File: config.mk
export PLATFORM = sky130hd
export DESIGN_NAME = indexed_draw_vertex_fetch
export DESIGN_NICKNAME = d
export VERILOG_FILES = /design/src/draw_fetch_pkg.sv /design/src/indexed_draw_vertex_fetch.sv
export SDC_FILE = /design/constraint.sdc
export NUM_CORES = 2
export LEC_CHECK = 0
export BUFFER_PORTS_ARGS = -buffer_cell sky130_fd_sc_hd__buf_2
export CAP_MARGIN = 0
export CORE_ASPECT_RATIO = 0.8
export CORE_MARGIN = 4
export CORE_UTILIZATION = 59
export DETAILED_ROUTE_END_ITERATION = 10
export PLACE_DENSITY_LB_ADDON = 0.08
export SYNTH_ARGS = -nofsm -noshare
export SYNTH_HDL_FRONTEND = slang
export SYNTH_SLANG_ARGS = --single-unit
File: constraint.sdc
create_clock -name i_clk -period 5.6 [get_ports i_clk]
set_input_delay 1.12 -clock i_clk [delete_from_list [all_inputs] [get_ports i_clk]]
set_output_delay 1.12 -clock i_clk [all_outputs]
set_load 0.05 [all_outputs]
File: src/draw_fetch_pkg.sv
// Shared constants and types for the draw vertex fetch block
package draw_fetch_pkg;

  // ----------------------------------------
  // Widths
  // ----------------------------------------
  localparam int WORD_W = 32;
  localparam int TOPO_W = 4;

  // ----------------------------------------
  // Index width codes and restart values
  // ----------------------------------------
  localparam logic NARROW_INDEX_CODE = 1'b0;
  localparam logic WIDE_INDEX_CODE = 1'b1;
  localparam logic [15:0] NARROW_RESTART = 16'hFFFF;
  localparam logic [31:0] WIDE_RESTART = 32'hFFFFFFFF;
  // Log2 of index byte width
  localparam logic [4:0] NARROW_SHIFT = 5'h01;
  localparam logic [4:0] WIDE_SHIFT = 5'h02;

  // ----------------------------------------
  // Parameter record word order
  // ----------------------------------------
  localparam logic [1:0] REC_VERTEX_TOTAL = 2'h0;
  localparam logic [1:0] REC_INSTANCE_TOTAL = 2'h1;
  localparam logic [1:0] REC_BASE_VERTEX = 2'h2;
  localparam logic [1:0] REC_BASE_INSTANCE = 2'h3;
  localparam logic [1:0] REC_LAST_WORD = 2'h3;

  // ----------------------------------------
  // Reset and increment values
  // ----------------------------------------
  localparam logic [31:0] WORD_RESET = 32'h00000000;
  localparam logic [31:0] ONE_WORD = 32'h00000001;

  // ----------------------------------------
  // Command kinds
  // ----------------------------------------
  typedef enum logic [1:0] {
    KIND_DIRECT = 2'h0,
    KIND_INDEXED = 2'h1,
    KIND_INDIRECT = 2'h2,
    KIND_UNUSED = 2'h3
  } draw_kind_t;

  // ----------------------------------------
  // Sequencer states, one-hot
  // ----------------------------------------
  typedef enum logic [8:0] {
    ST_IDLE = 9'h001,
    ST_PARAM_REQ = 9'h002,
    ST_PARAM_WAIT = 9'h004,
    ST_START = 9'h008,
    ST_VTX = 9'h010,
    ST_IDX_REQ = 9'h020,
    ST_IDX_WAIT = 9'h040,
    ST_EMIT = 9'h080,
    ST_END = 9'h100
  } fetch_state_t;

endpackage : draw_fetch_pkg

File: src/indexed_draw_vertex_fetch.sv
// Draw command sequencer: index and parameter fetch, vertex emission
// Functional notes
// Indexed draw emits exactly index_total fetched vertices
// Index buffer is packed unsigned array
// First index at slot*width plus bind offset
// Following indices from consecutive element positions
// Restart compare on raw native-width index
// Narrow index zero-extended to 32 bits
// Signed bias added gives emitted vertex number
// Repeat per instance, instance number counts up
// Current topology travels with each vertex
// Source keeps index range inside buffer
// Source draws only inside render pass
// Indirect parameters read from memory at execution
// Indirect: draw_total records, offset then stride
// Zero draw_total: no draws, no fetches
// Stride ignored when draw_total below two
// Each record is one fixed-layout array element
// Width code 0 narrow 16, 1 wide 32
// Non-indexed: consecutive numbers from base vertex
// Lower instances first, lower addresses first
// Record words: vertex, instance, base vertex, base instance
// Vertex output valid/ready, stable until taken
// Restart-matching index flagged to assembler
`timescale 1ns/100ps
module indexed_draw_vertex_fetch
  import draw_fetch_pkg::*;
#(
  parameter int ADDR_W = 32
) (
  input wire logic i_clk,
  input wire logic i_srst,
  input wire logic i_bind_valid,
  input wire logic [ADDR_W-1:0] i_bind_offset,
  input wire logic i_bind_width_select,
  input wire logic i_cmd_valid,
  output logic o_cmd_ready,
  input wire draw_fetch_pkg::draw_kind_t i_cmd_kind,
  input wire logic [draw_fetch_pkg::TOPO_W-1:0] i_cmd_topology,
  input wire logic i_cmd_restart_enable,
  input wire logic [31:0] i_cmd_vertex_total,
  input wire logic [31:0] i_cmd_instance_total,
  input wire logic [31:0] i_cmd_start_slot,
  input wire logic [31:0] i_cmd_base_vertex_number,
  input wire logic [31:0] i_cmd_index_bias,
  input wire logic [31:0] i_cmd_base_instance_id,
  input wire logic [ADDR_W-1:0] i_cmd_param_offset,
  input wire logic [31:0] i_cmd_draw_total,
  input wire logic [ADDR_W-1:0] i_cmd_stride,
  output logic o_cmd_done,
  output logic o_mem_req_valid,
  input wire logic i_mem_req_ready,
  output logic [ADDR_W-1:0] o_mem_addr,
  input wire logic i_mem_rsp_valid,
  input wire logic [31:0] i_mem_rsp_data,
  output logic o_vtx_valid,
  input wire logic i_vtx_ready,
  output logic [31:0] o_emitted_vertex_number,
  output logic [31:0] o_emitted_instance_number,
  output logic o_restart,
  output logic [draw_fetch_pkg::TOPO_W-1:0] o_topology
);
  import draw_fetch_pkg::*;

  // ----------------------------------------
  // Helpers
  // ----------------------------------------
  // Byte address of an index element
  function automatic logic [ADDR_W-1:0] index_address(input logic [ADDR_W-1:0] base, input logic [31:0] slot,
    input logic wide);
    logic [ADDR_W-1:0] elem;
    elem = ADDR_W'(slot);
    return base + (elem << (wide ? WIDE_SHIFT : NARROW_SHIFT));
  endfunction : index_address
  // Byte address of one word inside a parameter record
  function automatic logic [ADDR_W-1:0] record_word_addr(input logic [ADDR_W-1:0] base, input logic [1:0] word);
    return base + ADDR_W'({word, 2'b00});
  endfunction : record_word_addr
  // ----------------------------------------
  // State
  // ----------------------------------------
  fetch_state_t state, next_state;
  logic [ADDR_W-1:0] idx_base;
  logic idx_wide;
  draw_kind_t kind, next_kind;
  logic [TOPO_W-1:0] topology, next_topology;
  logic restart_en, next_restart_en;
  logic [31:0] vertex_total, next_vertex_total;
  logic [31:0] instance_total, next_instance_total;
  logic [31:0] first, next_first;
  logic [31:0] bias, next_bias;
  logic [31:0] base_instance, next_base_instance;
  logic [31:0] vtx_pos, next_vtx_pos;
  logic [31:0] inst_pos, next_inst_pos;
  logic [31:0] cur_instance, next_cur_instance;
  logic [31:0] draws_left, next_draws_left;
  logic [ADDR_W-1:0] record_addr, next_record_addr;
  logic [ADDR_W-1:0] stride, next_stride;
  logic [1:0] word_sel, next_word_sel;
  logic [ADDR_W-1:0] next_mem_addr;
  logic [31:0] next_vertex, next_instance;
  logic next_restart, next_done;
  // ----------------------------------------
  // Decoding
  // ----------------------------------------
  wire logic cmd_take = i_cmd_valid && o_cmd_ready;
  wire logic mem_fire = o_mem_req_valid && i_mem_req_ready;
  wire logic vtx_fire = o_vtx_valid && i_vtx_ready;
  wire logic indexed = (kind == KIND_INDEXED);
  wire logic indirect = (kind == KIND_INDIRECT);
  wire logic [31:0] vtx_pos_inc = vtx_pos + ONE_WORD;
  wire logic [31:0] inst_pos_inc = inst_pos + ONE_WORD;
  wire logic last_vertex = (vtx_pos_inc == vertex_total);
  wire logic last_instance = (inst_pos_inc == instance_total);
  wire logic [1:0] word_inc = word_sel + 2'h1;
  // Slot advances by element, never by byte, so no gaps
  wire logic [31:0] slot = first + vtx_pos;
  wire logic [ADDR_W-1:0] idx_addr = index_address(idx_base, slot, idx_wide);
  // Narrow element sits in the half picked by address bit 1
  wire logic [15:0] half = o_mem_addr[1] ? i_mem_rsp_data[31:16] : i_mem_rsp_data[15:0];
  // Compare before extension so a narrow all-ones is caught
  wire logic hit_narrow = (half == NARROW_RESTART);
  wire logic hit_wide = (i_mem_rsp_data == WIDE_RESTART);
  wire logic restart_hit = restart_en && (idx_wide ? hit_wide : hit_narrow);
  wire logic [31:0] index_ext = idx_wide ? i_mem_rsp_data : {16'h0000, half};
  wire logic [31:0] index_vertex = index_ext + bias;
  wire logic [ADDR_W-1:0] next_record = record_addr + stride;
  // ----------------------------------------
  // Sequencer
  // ----------------------------------------
  always_comb begin
    next_state = state;
    next_kind = kind;
    next_topology = topology;
    next_restart_en = restart_en;
    next_vertex_total = vertex_total;
    next_instance_total = instance_total;
    next_first = first;
    next_bias = bias;
    next_base_instance = base_instance;
    next_vtx_pos = vtx_pos;
    next_inst_pos = inst_pos;
    next_cur_instance = cur_instance;
    next_draws_left = draws_left;
    next_record_addr = record_addr;
    next_stride = stride;
    next_word_sel = word_sel;
    next_mem_addr = o_mem_addr;
    next_vertex = o_emitted_vertex_number;
    next_instance = o_emitted_instance_number;
    next_restart = o_restart;
    next_done = 1'b0;
    unique case (state)
      ST_IDLE: begin
        if (cmd_take) begin
          next_kind = i_cmd_kind;
          next_topology = i_cmd_topology;
          next_restart_en = i_cmd_restart_enable;
          next_vertex_total = i_cmd_vertex_total;
          next_instance_total = i_cmd_instance_total;
          next_bias = i_cmd_index_bias;
          next_base_instance = i_cmd_base_instance_id;
          next_first = (i_cmd_kind == KIND_INDEXED) ? i_cmd_start_slot : i_cmd_base_vertex_number;
          next_draws_left = i_cmd_draw_total;
          next_record_addr = i_cmd_param_offset;
          next_stride = i_cmd_stride;
          next_word_sel = REC_VERTEX_TOTAL;
          // Empty commands still pass ST_END, so ready drops for one cycle (two for direct or indexed, via ST_START) before done
          if (i_cmd_kind == KIND_INDIRECT && i_cmd_draw_total != WORD_RESET) begin
            next_mem_addr = i_cmd_param_offset;
            next_state = ST_PARAM_REQ;
          end else if (i_cmd_kind == KIND_INDIRECT || i_cmd_kind == KIND_UNUSED) begin
            next_state = ST_END;
          end else begin
            next_state = ST_START;
          end
        end
      end
      ST_PARAM_REQ: begin
        next_state = mem_fire ? ST_PARAM_WAIT : ST_PARAM_REQ;
      end
      ST_PARAM_WAIT: begin
        if (i_mem_rsp_valid) begin
          // Fixed four-word record, filled in word order
          unique case (word_sel)
            REC_VERTEX_TOTAL: next_vertex_total = i_mem_rsp_data;
            REC_INSTANCE_TOTAL: next_instance_total = i_mem_rsp_data;
            REC_BASE_VERTEX: next_first = i_mem_rsp_data;
            REC_BASE_INSTANCE: next_base_instance = i_mem_rsp_data;
          endcase
          if (word_sel == REC_LAST_WORD) begin
            next_state = ST_START;
          end else begin
            next_word_sel = word_inc;
            next_mem_addr = record_word_addr(record_addr, word_inc);
            next_state = ST_PARAM_REQ;
          end
        end
      end
      ST_START: begin
        next_vtx_pos = WORD_RESET;
        next_inst_pos = WORD_RESET;
        next_cur_instance = base_instance;
        next_state = (vertex_total == WORD_RESET || instance_total == WORD_RESET) ? ST_END : ST_VTX;
      end
      ST_VTX: begin
        next_instance = cur_instance;
        if (indexed) begin
          next_mem_addr = idx_addr;
          next_state = ST_IDX_REQ;
        end else begin
          next_vertex = slot;
          next_restart = 1'b0;
          next_state = ST_EMIT;
        end
      end
      ST_IDX_REQ: begin
        next_state = mem_fire ? ST_IDX_WAIT : ST_IDX_REQ;
      end
      ST_IDX_WAIT: begin
        if (i_mem_rsp_valid) begin
          next_vertex = index_vertex;
          next_restart = restart_hit;
          next_state = ST_EMIT;
        end
      end
      ST_EMIT: begin
        // Output holds until taken; all of one instance before the next
        if (vtx_fire) begin
          if (last_vertex) begin
            next_vtx_pos = WORD_RESET;
            if (last_instance) begin
              next_state = ST_END;
            end else begin
              next_inst_pos = inst_pos_inc;
              next_cur_instance = cur_instance + ONE_WORD;
              next_state = ST_VTX;
            end
          end else begin
            next_vtx_pos = vtx_pos_inc;
            next_state = ST_VTX;
          end
        end
      end
      ST_END: begin
        // Stride only read when another record follows
        if (indirect && draws_left > ONE_WORD) begin
          next_draws_left = draws_left - ONE_WORD;
          next_record_addr = next_record;
          next_word_sel = REC_VERTEX_TOTAL;
          next_mem_addr = next_record;
          next_state = ST_PARAM_REQ;
        end else begin
          next_done = 1'b1;
          next_state = ST_IDLE;
        end
      end
    endcase
  end
  // ----------------------------------------
  // Registered outputs follow the next state
  // ----------------------------------------
  wire logic next_req = (next_state == ST_PARAM_REQ) || (next_state == ST_IDX_REQ);
  wire logic next_valid = (next_state == ST_EMIT);
  wire logic next_ready = (next_state == ST_IDLE);
  // Index buffer binding: width code and offset held until rebound
  always_ff @(posedge i_clk) begin
    if (i_srst) begin
      idx_base <= '0;
      idx_wide <= NARROW_INDEX_CODE;
    end else if (i_bind_valid) begin
      idx_base <= i_bind_offset;
      idx_wide <= (i_bind_width_select == WIDE_INDEX_CODE);
    end
  end
  // Control and handshake flops
  always_ff @(posedge i_clk) begin
    if (i_srst) begin
      state <= ST_IDLE;
      o_cmd_ready <= 1'b0;
      o_cmd_done <= 1'b0;
      o_mem_req_valid <= 1'b0;
      o_vtx_valid <= 1'b0;
      o_restart <= 1'b0;
    end else begin
      state <= next_state;
      o_cmd_ready <= next_ready;
      o_cmd_done <= next_done;
      o_mem_req_valid <= next_req;
      o_vtx_valid <= next_valid;
      o_restart <= next_restart;
    end
  end
  // Datapath flops
  always_ff @(posedge i_clk) begin
    if (i_srst) begin
      kind <= KIND_DIRECT;
      topology <= '0;
      restart_en <= 1'b0;
      vertex_total <= WORD_RESET;
      instance_total <= WORD_RESET;
      first <= WORD_RESET;
      bias <= WORD_RESET;
      base_instance <= WORD_RESET;
      vtx_pos <= WORD_RESET;
      inst_pos <= WORD_RESET;
      cur_instance <= WORD_RESET;
      draws_left <= WORD_RESET;
      record_addr <= '0;
      stride <= '0;
      word_sel <= REC_VERTEX_TOTAL;
      o_mem_addr <= '0;
      o_emitted_vertex_number <= WORD_RESET;
      o_emitted_instance_number <= WORD_RESET;
      o_topology <= '0;
    end else begin
      kind <= next_kind;
      topology <= next_topology;
      restart_en <= next_restart_en;
      vertex_total <= next_vertex_total;
      instance_total <= next_instance_total;
      first <= next_first;
      bias <= next_bias;
      base_instance <= next_base_instance;
      vtx_pos <= next_vtx_pos;
      inst_pos <= next_inst_pos;
      cur_instance <= next_cur_instance;
      draws_left <= next_draws_left;
      record_addr <= next_record_addr;
      stride <= next_stride;
      word_sel <= next_word_sel;
      o_mem_addr <= next_mem_addr;
      o_emitted_vertex_number <= next_vertex;
      o_emitted_instance_number <= next_instance;
      o_topology <= next_topology;
    end
  end

endmodule : indexed_draw_vertex_fetch

**Word-level counts from Yosys, hierarchy flattened**

Index checks and enable logic that the tools add are counted.
Widths: inputs -> output; s select.

- Register bits after elaboration: 504
- Latch bits: 0
- Bits in writable memories: 0
- Bits in read-only memories: 0
- Input port bits: 367
- Output and inout port bits: 105
- Logic and storage cells: 181
- Memories kept: 0

- Add/sub/neg operators: 10
- Multiply operators: 0
- Div/mod/pow operators: 0
- $lt $le $gt $ge: 1
- Eq/ne operators: 40
- Shifts and indexed selects: 1
- Mux-type cells: 71
- Bitwise operators: 1
- Reduce and logical (&&, ||, !) cells: 31

Operators with widths:

| kind | number |
|---|---|
| $mux 32 | 33 |
| $pmux 32 s2 | 10 |
| $add 32x32->32 | 4 |
| $pmux 32 s4 | 1 |
| $add 32x1->32 const B | 3 |
| $mux 9 | 9 |
| $pmux 9 s9 | 1 |
| $eq 32x32->1 | 2 |
| $logic_not 32->1 | 2 |
| $add 32x4->32 | 1 |
| $eq 32x32->1 const B | 1 |
| $gt 32x1->1 const B | 1 |
| $reduce_bool 32->1 | 1 |
| $shl 32x2->32 | 1 |
| $sub 32x1->32 const B | 1 |
| $ne 2x2->1 const B | 12 |
| $reduce_and 4->1 | 5 |
| $eq 9x1->1 const B | 2 |
| $eq 9x2->1 const B | 2 |
| $eq 9x6->1 const B | 2 |
| $eq 9x8->1 const B | 2 |
| $eq 16x16->1 const B | 1 |
| $mux 16 | 1 |
| $mux 2 | 6 |
| 28 further kinds | 51 |

**Longest topological paths before layout**

- Depth in word-level cells: 8
- Mapped depth: 24
- Gate-level depth less buffers: 24

**Worst setup path before layout**

Ideal clock, no wire load.

- Path type: register to register
- Start: register vtx_pos[0]
- End: register o_mem_addr[31]
- Setup time: 0.125 ns
- Arrival: 4.284 ns
- Data required time: 5.475 ns
- Setup slack: 1.192 ns
- Cell stages (with the launch flop): 25
- Path buffers: 0
- Period minus slack after synthesis: 4.408 ns
- Path through: dfxtp_1 > ha_1 > inv_1 > fa_1 > nand2b_1 > a21oi_1 > o21ai_0 > and2_1 > o21ai_0 > a21o_1 > a21oi_1 > xnor2_1 > nand2_1 > o21ai_0 > ha_1 > nor2_1 > a211oi_1 > a31o_2 > nand4_1 > o21ai_0 > a31oi_1 > o221ai_1 > a21oi_1 > xor3_1 > o22ai_1

- Cells in the longest elaborated chain, start to end: 5

Ends and longest elaborated chain:

| what | line | source |
|---|---|---|
| from (decl) | indexed_draw_vertex_fetch.sv:93 | `logic [31:0] vtx_pos, next_vtx_pos;` |
| from (signal assigned) | indexed_draw_vertex_fetch.sv:325 | `vtx_pos <= next_vtx_pos;` |
| $add 32x32->32 | indexed_draw_vertex_fetch.sv:117 | `wire logic [31:0] slot = first + vtx_pos;` |
| $shl 32x2->32 | indexed_draw_vertex_fetch.sv:73 | `return base + (elem << (wide ? WIDE_SHIFT : NARROW_SHIFT));` |
| $add 32x32->32 | indexed_draw_vertex_fetch.sv:73 |  |
| $mux 32 | indexed_draw_vertex_fetch.sv:208 | `if (indexed) begin` |
| $pmux 32 s4 | indexed_draw_vertex_fetch.sv:153 | `unique case (state)` |
| to (signal assigned) | indexed_draw_vertex_fetch.sv:332 | `o_mem_addr <= next_mem_addr;` |
| to (decl) | indexed_draw_vertex_fetch.sv:53 | `output logic [ADDR_W-1:0] o_mem_addr,` |

No other way between the ends. The select of a mux whose other input is x is not followed.
A chain may end at the register's enable or synchronous reset.

**Worst setup path after layout**

- Start: register vtx_pos[18]
- End: register o_mem_addr[31]

The elaborated chain is that of the path after synthesis.

==> reports/results.md <==
| Parameter | Value |
| --- | --- |
| Status | complete, no violations |
| Source-to-sink clock delay at the later pin of the worst-skew pair | 0.62 ns |
| Max-cap viol count | 0 |
| Classification of the worst-slack hold path | flip-flop to flip-flop |
| Setup violation total in the final timing report | 0 |
| Final hold violation count | 0 |
| Sum of overflow across all layers after global routing | 0 |
| Max Buffers Root-to-Sink | 3 |
| Post-route cell area | 37350 µm² |
| Count of boundary I/O pins | 472 |
| Data required time at the worst endpoint | 6.14 ns |
| Count of pins over their slew limit | 0 |
| Combined area of all synthesized cells | 32700 µm² |
| Vertical die dimension | 218.6 µm |
| Area of placed instances | 35490 µm² |
| TritonCTS clock tree | yes |
| Standard-cell row count | 76 |
| Syn-to-layout area delta | 14.19% |
| Routability cong. | 1.045 |
| Final setup TNS | 0 ns |
| Overall fraction of global-route tracks in use | 42.52% |
| Number of enable-type register cells in the synthesized netlist | 0 |
| Fillers | 4638 |
| Pin count of the biggest net entering global routing | 185 |
| Worst setup SP type | flip-flop |
| Post-CTS Repair Setup Buffers | 0 |
| Via count of the first global-routing pass | 32190 |
| Detailed-route via count | 36050 |
| Floorplan die width | 271.2 µm |
| Worst Setup End Kind | flip-flop |
| Number of design-rule violations left by the first detailed-router iteration | 4982 |
| Yosys warns | 0 |
| Fraction of layout instances using a drive strength above 1 | 14.69% |
| First-pass GRT wire length | 197400 µm |
| Antenna violations before repair | 16 |
| Initial Util | 60.23% |
| Mapped Avg Cell Area | 7.530 µm² |
| Leak | 15.24 nW |
| Inst Count DP | 5336 |
| Worst EP arrival | 5.70 ns |
| Proportion of synthesized chip area in sequential cells | 30.85% |
| Final HPWL DP | 100700 µm |
| Slowest cell delay on critical path | 0.68 ns |
| Worst path cell trace | ha_1 -> and3_1 -> and2_1 -> a221o_1 -> and3_1 -> a2111oi_0 -> xnor2_1 -> mux2_2 -> ha_1 -> inv_1 -> nor2_1 -> nor2_1 -> o21ai_1 -> a31oi_2 -> o221ai_1 -> a21oi_1 -> xor3_1 -> o22ai_1 |
| #FFs+latches synth | 504 |
| Highest net fanout along the worst path | 8 |
| Unrepaired setup endpoints after global routing | false |
| Final layout net count | 5158 |
| Pre-CTS setup slack | 0.3582 ns |
| Number of buffer and inverter stages on the critical path | 1 |
| Fin worst setup slack | 0.4381 ns |
| Register clock-pin slew on the reported worst setup and hold paths | 0.06 ns |
| Multi-input combinational cell area | 21360 µm² |
| Average via count per standard cell | 6.621 |
| Master of the slowest instance on the critical path | sky130_fd_sc_hd__a2111oi_0 |
| Clock H-tree levels | 2 |
| Cell count after synthesis | 4343 |
| Number of nets produced by synthesis | 4852 |
| Cell Count, Final, Fillers Out | 5445 |
| Total die area | 59280 µm² |
| Worst Tran Pin Value | 1.199 ns |
| Worst ir drop on vdd | 266.9 µV |
| Async set-reset flop share out of synthesis | 0% |
| Number of distinct library cells after synthesis | 94 |
| Area of the core | 54300 µm² |
| Clock sink total | 504 |
| Minimum period implied by the final worst setup slack | 5.162 ns |
| Total clock buffers created by CTS | 52 |
| Drt total wl | 133700 µm |
| Number of optimization iterations in the first detailed-route pass | 8 |
| Highest attainable clock frequency | 193.7 MHz |
| Main flop type after synthesis | sky130_fd_sc_hd__dfxtp_1 |
| Max_slew headroom | 20.06% |
| Residual DRC count | 0 |
| Clock skew after layout | 0.02286 ns |
| Library cell used as clock root buffer | sky130_fd_sc_hd__clkbuf_16 |
| Reg area | 10090 µm² |
| Routed length per placed instance | 24.56 µm |
| Portion of the clock cycle consumed by the worst path in the final layout | 92.18% |
| Worst Setup Path Type | flip-flop to flip-flop |
| Total of buffers placed on input and output ports | 471 |
| Power density cells | 329.5 nW/µm² |
| Post-detailed-route count of antenna-violating nets | 0 |
| Delay-heaviest family, CP | compound AO/OA/AOI/OAI gates |
## metrics by stage
stage	hold WS (ns)	power, W	util [%]
6_report	0.4568	0.01230	68.78
5_1_grt	0.4721	0.01278	68.73
4_1_cts	0.4587	0.01214	68.70
3_5_place_dp	0.4485	0.008441	65.37
3_3_place_gp	0.4352	0.008388	65.37
2_1_floorplan	0.4319	0.007164	-
## cell families (layout without fill, tap and decap cells)
group | count (synthesis) | after routing | share of synthesized area [%]
and+or+nand+nor | 1703 | 1703 | 24.81
AOI/OAI and AO/OA | 1319 | 1319 | 25.45
DFF | 504 | 504 | 30.85
buffers and inverters | 350 | 696 | 4.101
xor gates and xnor gates | 225 | 225 | 6.114
adders and majority gates | 142 | 142 | 5.547
muxes | 99 | 99 | 3.114
other | 1 | 16 | 0.01147
## layer usage
layer	part of all wire [%]	routed length, µm	vias to the layer above	GRT usage (%)
li1	-	-	16460	-
met1	41	55440	16840	59.20
met2	40	54140	2342	60.26
met3	13	17970	393	13.78
met4	4.6	6115	14	18.18
met5	0.058	78	-	0.4934
## worst min-delay path, delay by kind of cell (launching register included)
kind | cells | cell delay, ns
AND/OR/NAND/NOR | 1 | 0.05
flip-flops | 1 | 0.31
AO/OA/AOI/OAI | 1 | 0.05
## Yosys cell counts, types with 26 or more instances
library cell / instances / share of area [%]
sky130_fd_sc_hd__a31oi_1: 47 / 0.90
sky130_fd_sc_hd__inv_1: 69 / 0.79
sky130_fd_sc_hd__dfxtp_1: 504 / 31
sky130_fd_sc_hd__a21o_1: 68 / 1.6
sky130_fd_sc_hd__nand4_1: 78 / 1.5
sky130_fd_sc_hd__nor3_1: 132 / 2.0
sky130_fd_sc_hd__a21oi_1: 478 / 7.3
sky130_fd_sc_hd__xnor2_1: 148 / 4.0
sky130_fd_sc_hd__nand2b_1: 29 / 0.55
sky130_fd_sc_hd__clkbuf_1: 249 / 2.9
sky130_fd_sc_hd__and2_1: 83 / 1.6
sky130_fd_sc_hd__and3_1: 56 / 1.1
sky130_fd_sc_hd__nor2_1: 470 / 5.4
sky130_fd_sc_hd__nor4_1: 51 / 0.98
sky130_fd_sc_hd__a211oi_1: 170 / 3.9
sky130_fd_sc_hd__nand2_1: 535 / 6.1
sky130_fd_sc_hd__or3_1: 28 / 0.54
sky130_fd_sc_hd__o21ai_0: 228 / 3.5
sky130_fd_sc_hd__ha_1: 137 / 5.2
sky130_fd_sc_hd__mux2i_1: 77 / 2.4
sky130_fd_sc_hd__xor2_1: 75 / 2.0
sky130_fd_sc_hd__nand3_1: 98 / 1.5
sky130_fd_sc_hd__o31ai_1: 26 / 0.60
sky130_fd_sc_hd__a311oi_1: 37 / 0.99
sky130_fd_sc_hd__o21a_1: 29 / 0.67
sky130_fd_sc_hd__and4_1: 30 / 0.80
## repair_timing
| item | in CTS | in global routing |
|---|---|---|
| resized for setup | 0 | 3 |
| hold buffers | 0 | 0 |
| endpoints found under the setup margin | 0 | 3 |
## power by group
group / total [W] / internal [W] / switching (W) / leakage [nW]
combinational: 0.00398 / 0.00142 / 0.00257 / 10.3
clock: 0.00375 / 0.00217 / 0.00158 / 0.883
sequential: 0.00457 / 0.00405 / 0.000516 / 4.09
total: 0.0123 / 0.00764 / 0.00466 / 15.2
## final timing paths
| check | cells after the start | start | slack [ns] | end |
|---|---|---|---|---|
| setup reg to reg | 18 | vtx_pos[18] | 0.44 | o_mem_addr[31] |
| setup / recovery | 18 | vtx_pos[18] | 0.44 | o_mem_addr[31] |
| hold / removal | 2 | o_emitted_instance_number[12] | 0.46 | o_emitted_instance_number[12] |
| hold reg to reg | 2 | o_emitted_instance_number[12] | 0.46 | o_emitted_instance_number[12] |
## final cells by class
| type | instances | share of cell area (%) |
|---|---|---|
| multi-input combinational | 3489 | 57.18 |
| sequential | 504 | 27.02 |
| timing repair buffer | 532 | 7.666 |
| clock buffer | 73 | 4.071 |
| tap | 741 | 2.483 |
| clock inverter | 21 | 0.7706 |
| inverter | 70 | 0.7036 |
| antenna | 15 | 0.1005 |
## cell usage in the layout, fill, tap and decap left out, types with 78 or more instances in the layout
cell | synthesis | layout
sky130_fd_sc_hd__dfxtp_1 | 504 | 502
sky130_fd_sc_hd__nand2_1 | 535 | 532
sky130_fd_sc_hd__a21oi_1 | 478 | 478
sky130_fd_sc_hd__a211oi_1 | 170 | 170
sky130_fd_sc_hd__o21ai_0 | 228 | 227
sky130_fd_sc_hd__xnor2_1 | 148 | 148
sky130_fd_sc_hd__nor2_1 | 470 | 467
sky130_fd_sc_hd__buf_2 | 16 | 470
sky130_fd_sc_hd__and2_1 | 83 | 83
sky130_fd_sc_hd__nand4_1 | 78 | 78
sky130_fd_sc_hd__ha_1 | 137 | 137
sky130_fd_sc_hd__nand3_1 | 98 | 98
sky130_fd_sc_hd__nor3_1 | 132 | 130
No activity file was read; power rests on OpenSTA's default activity.
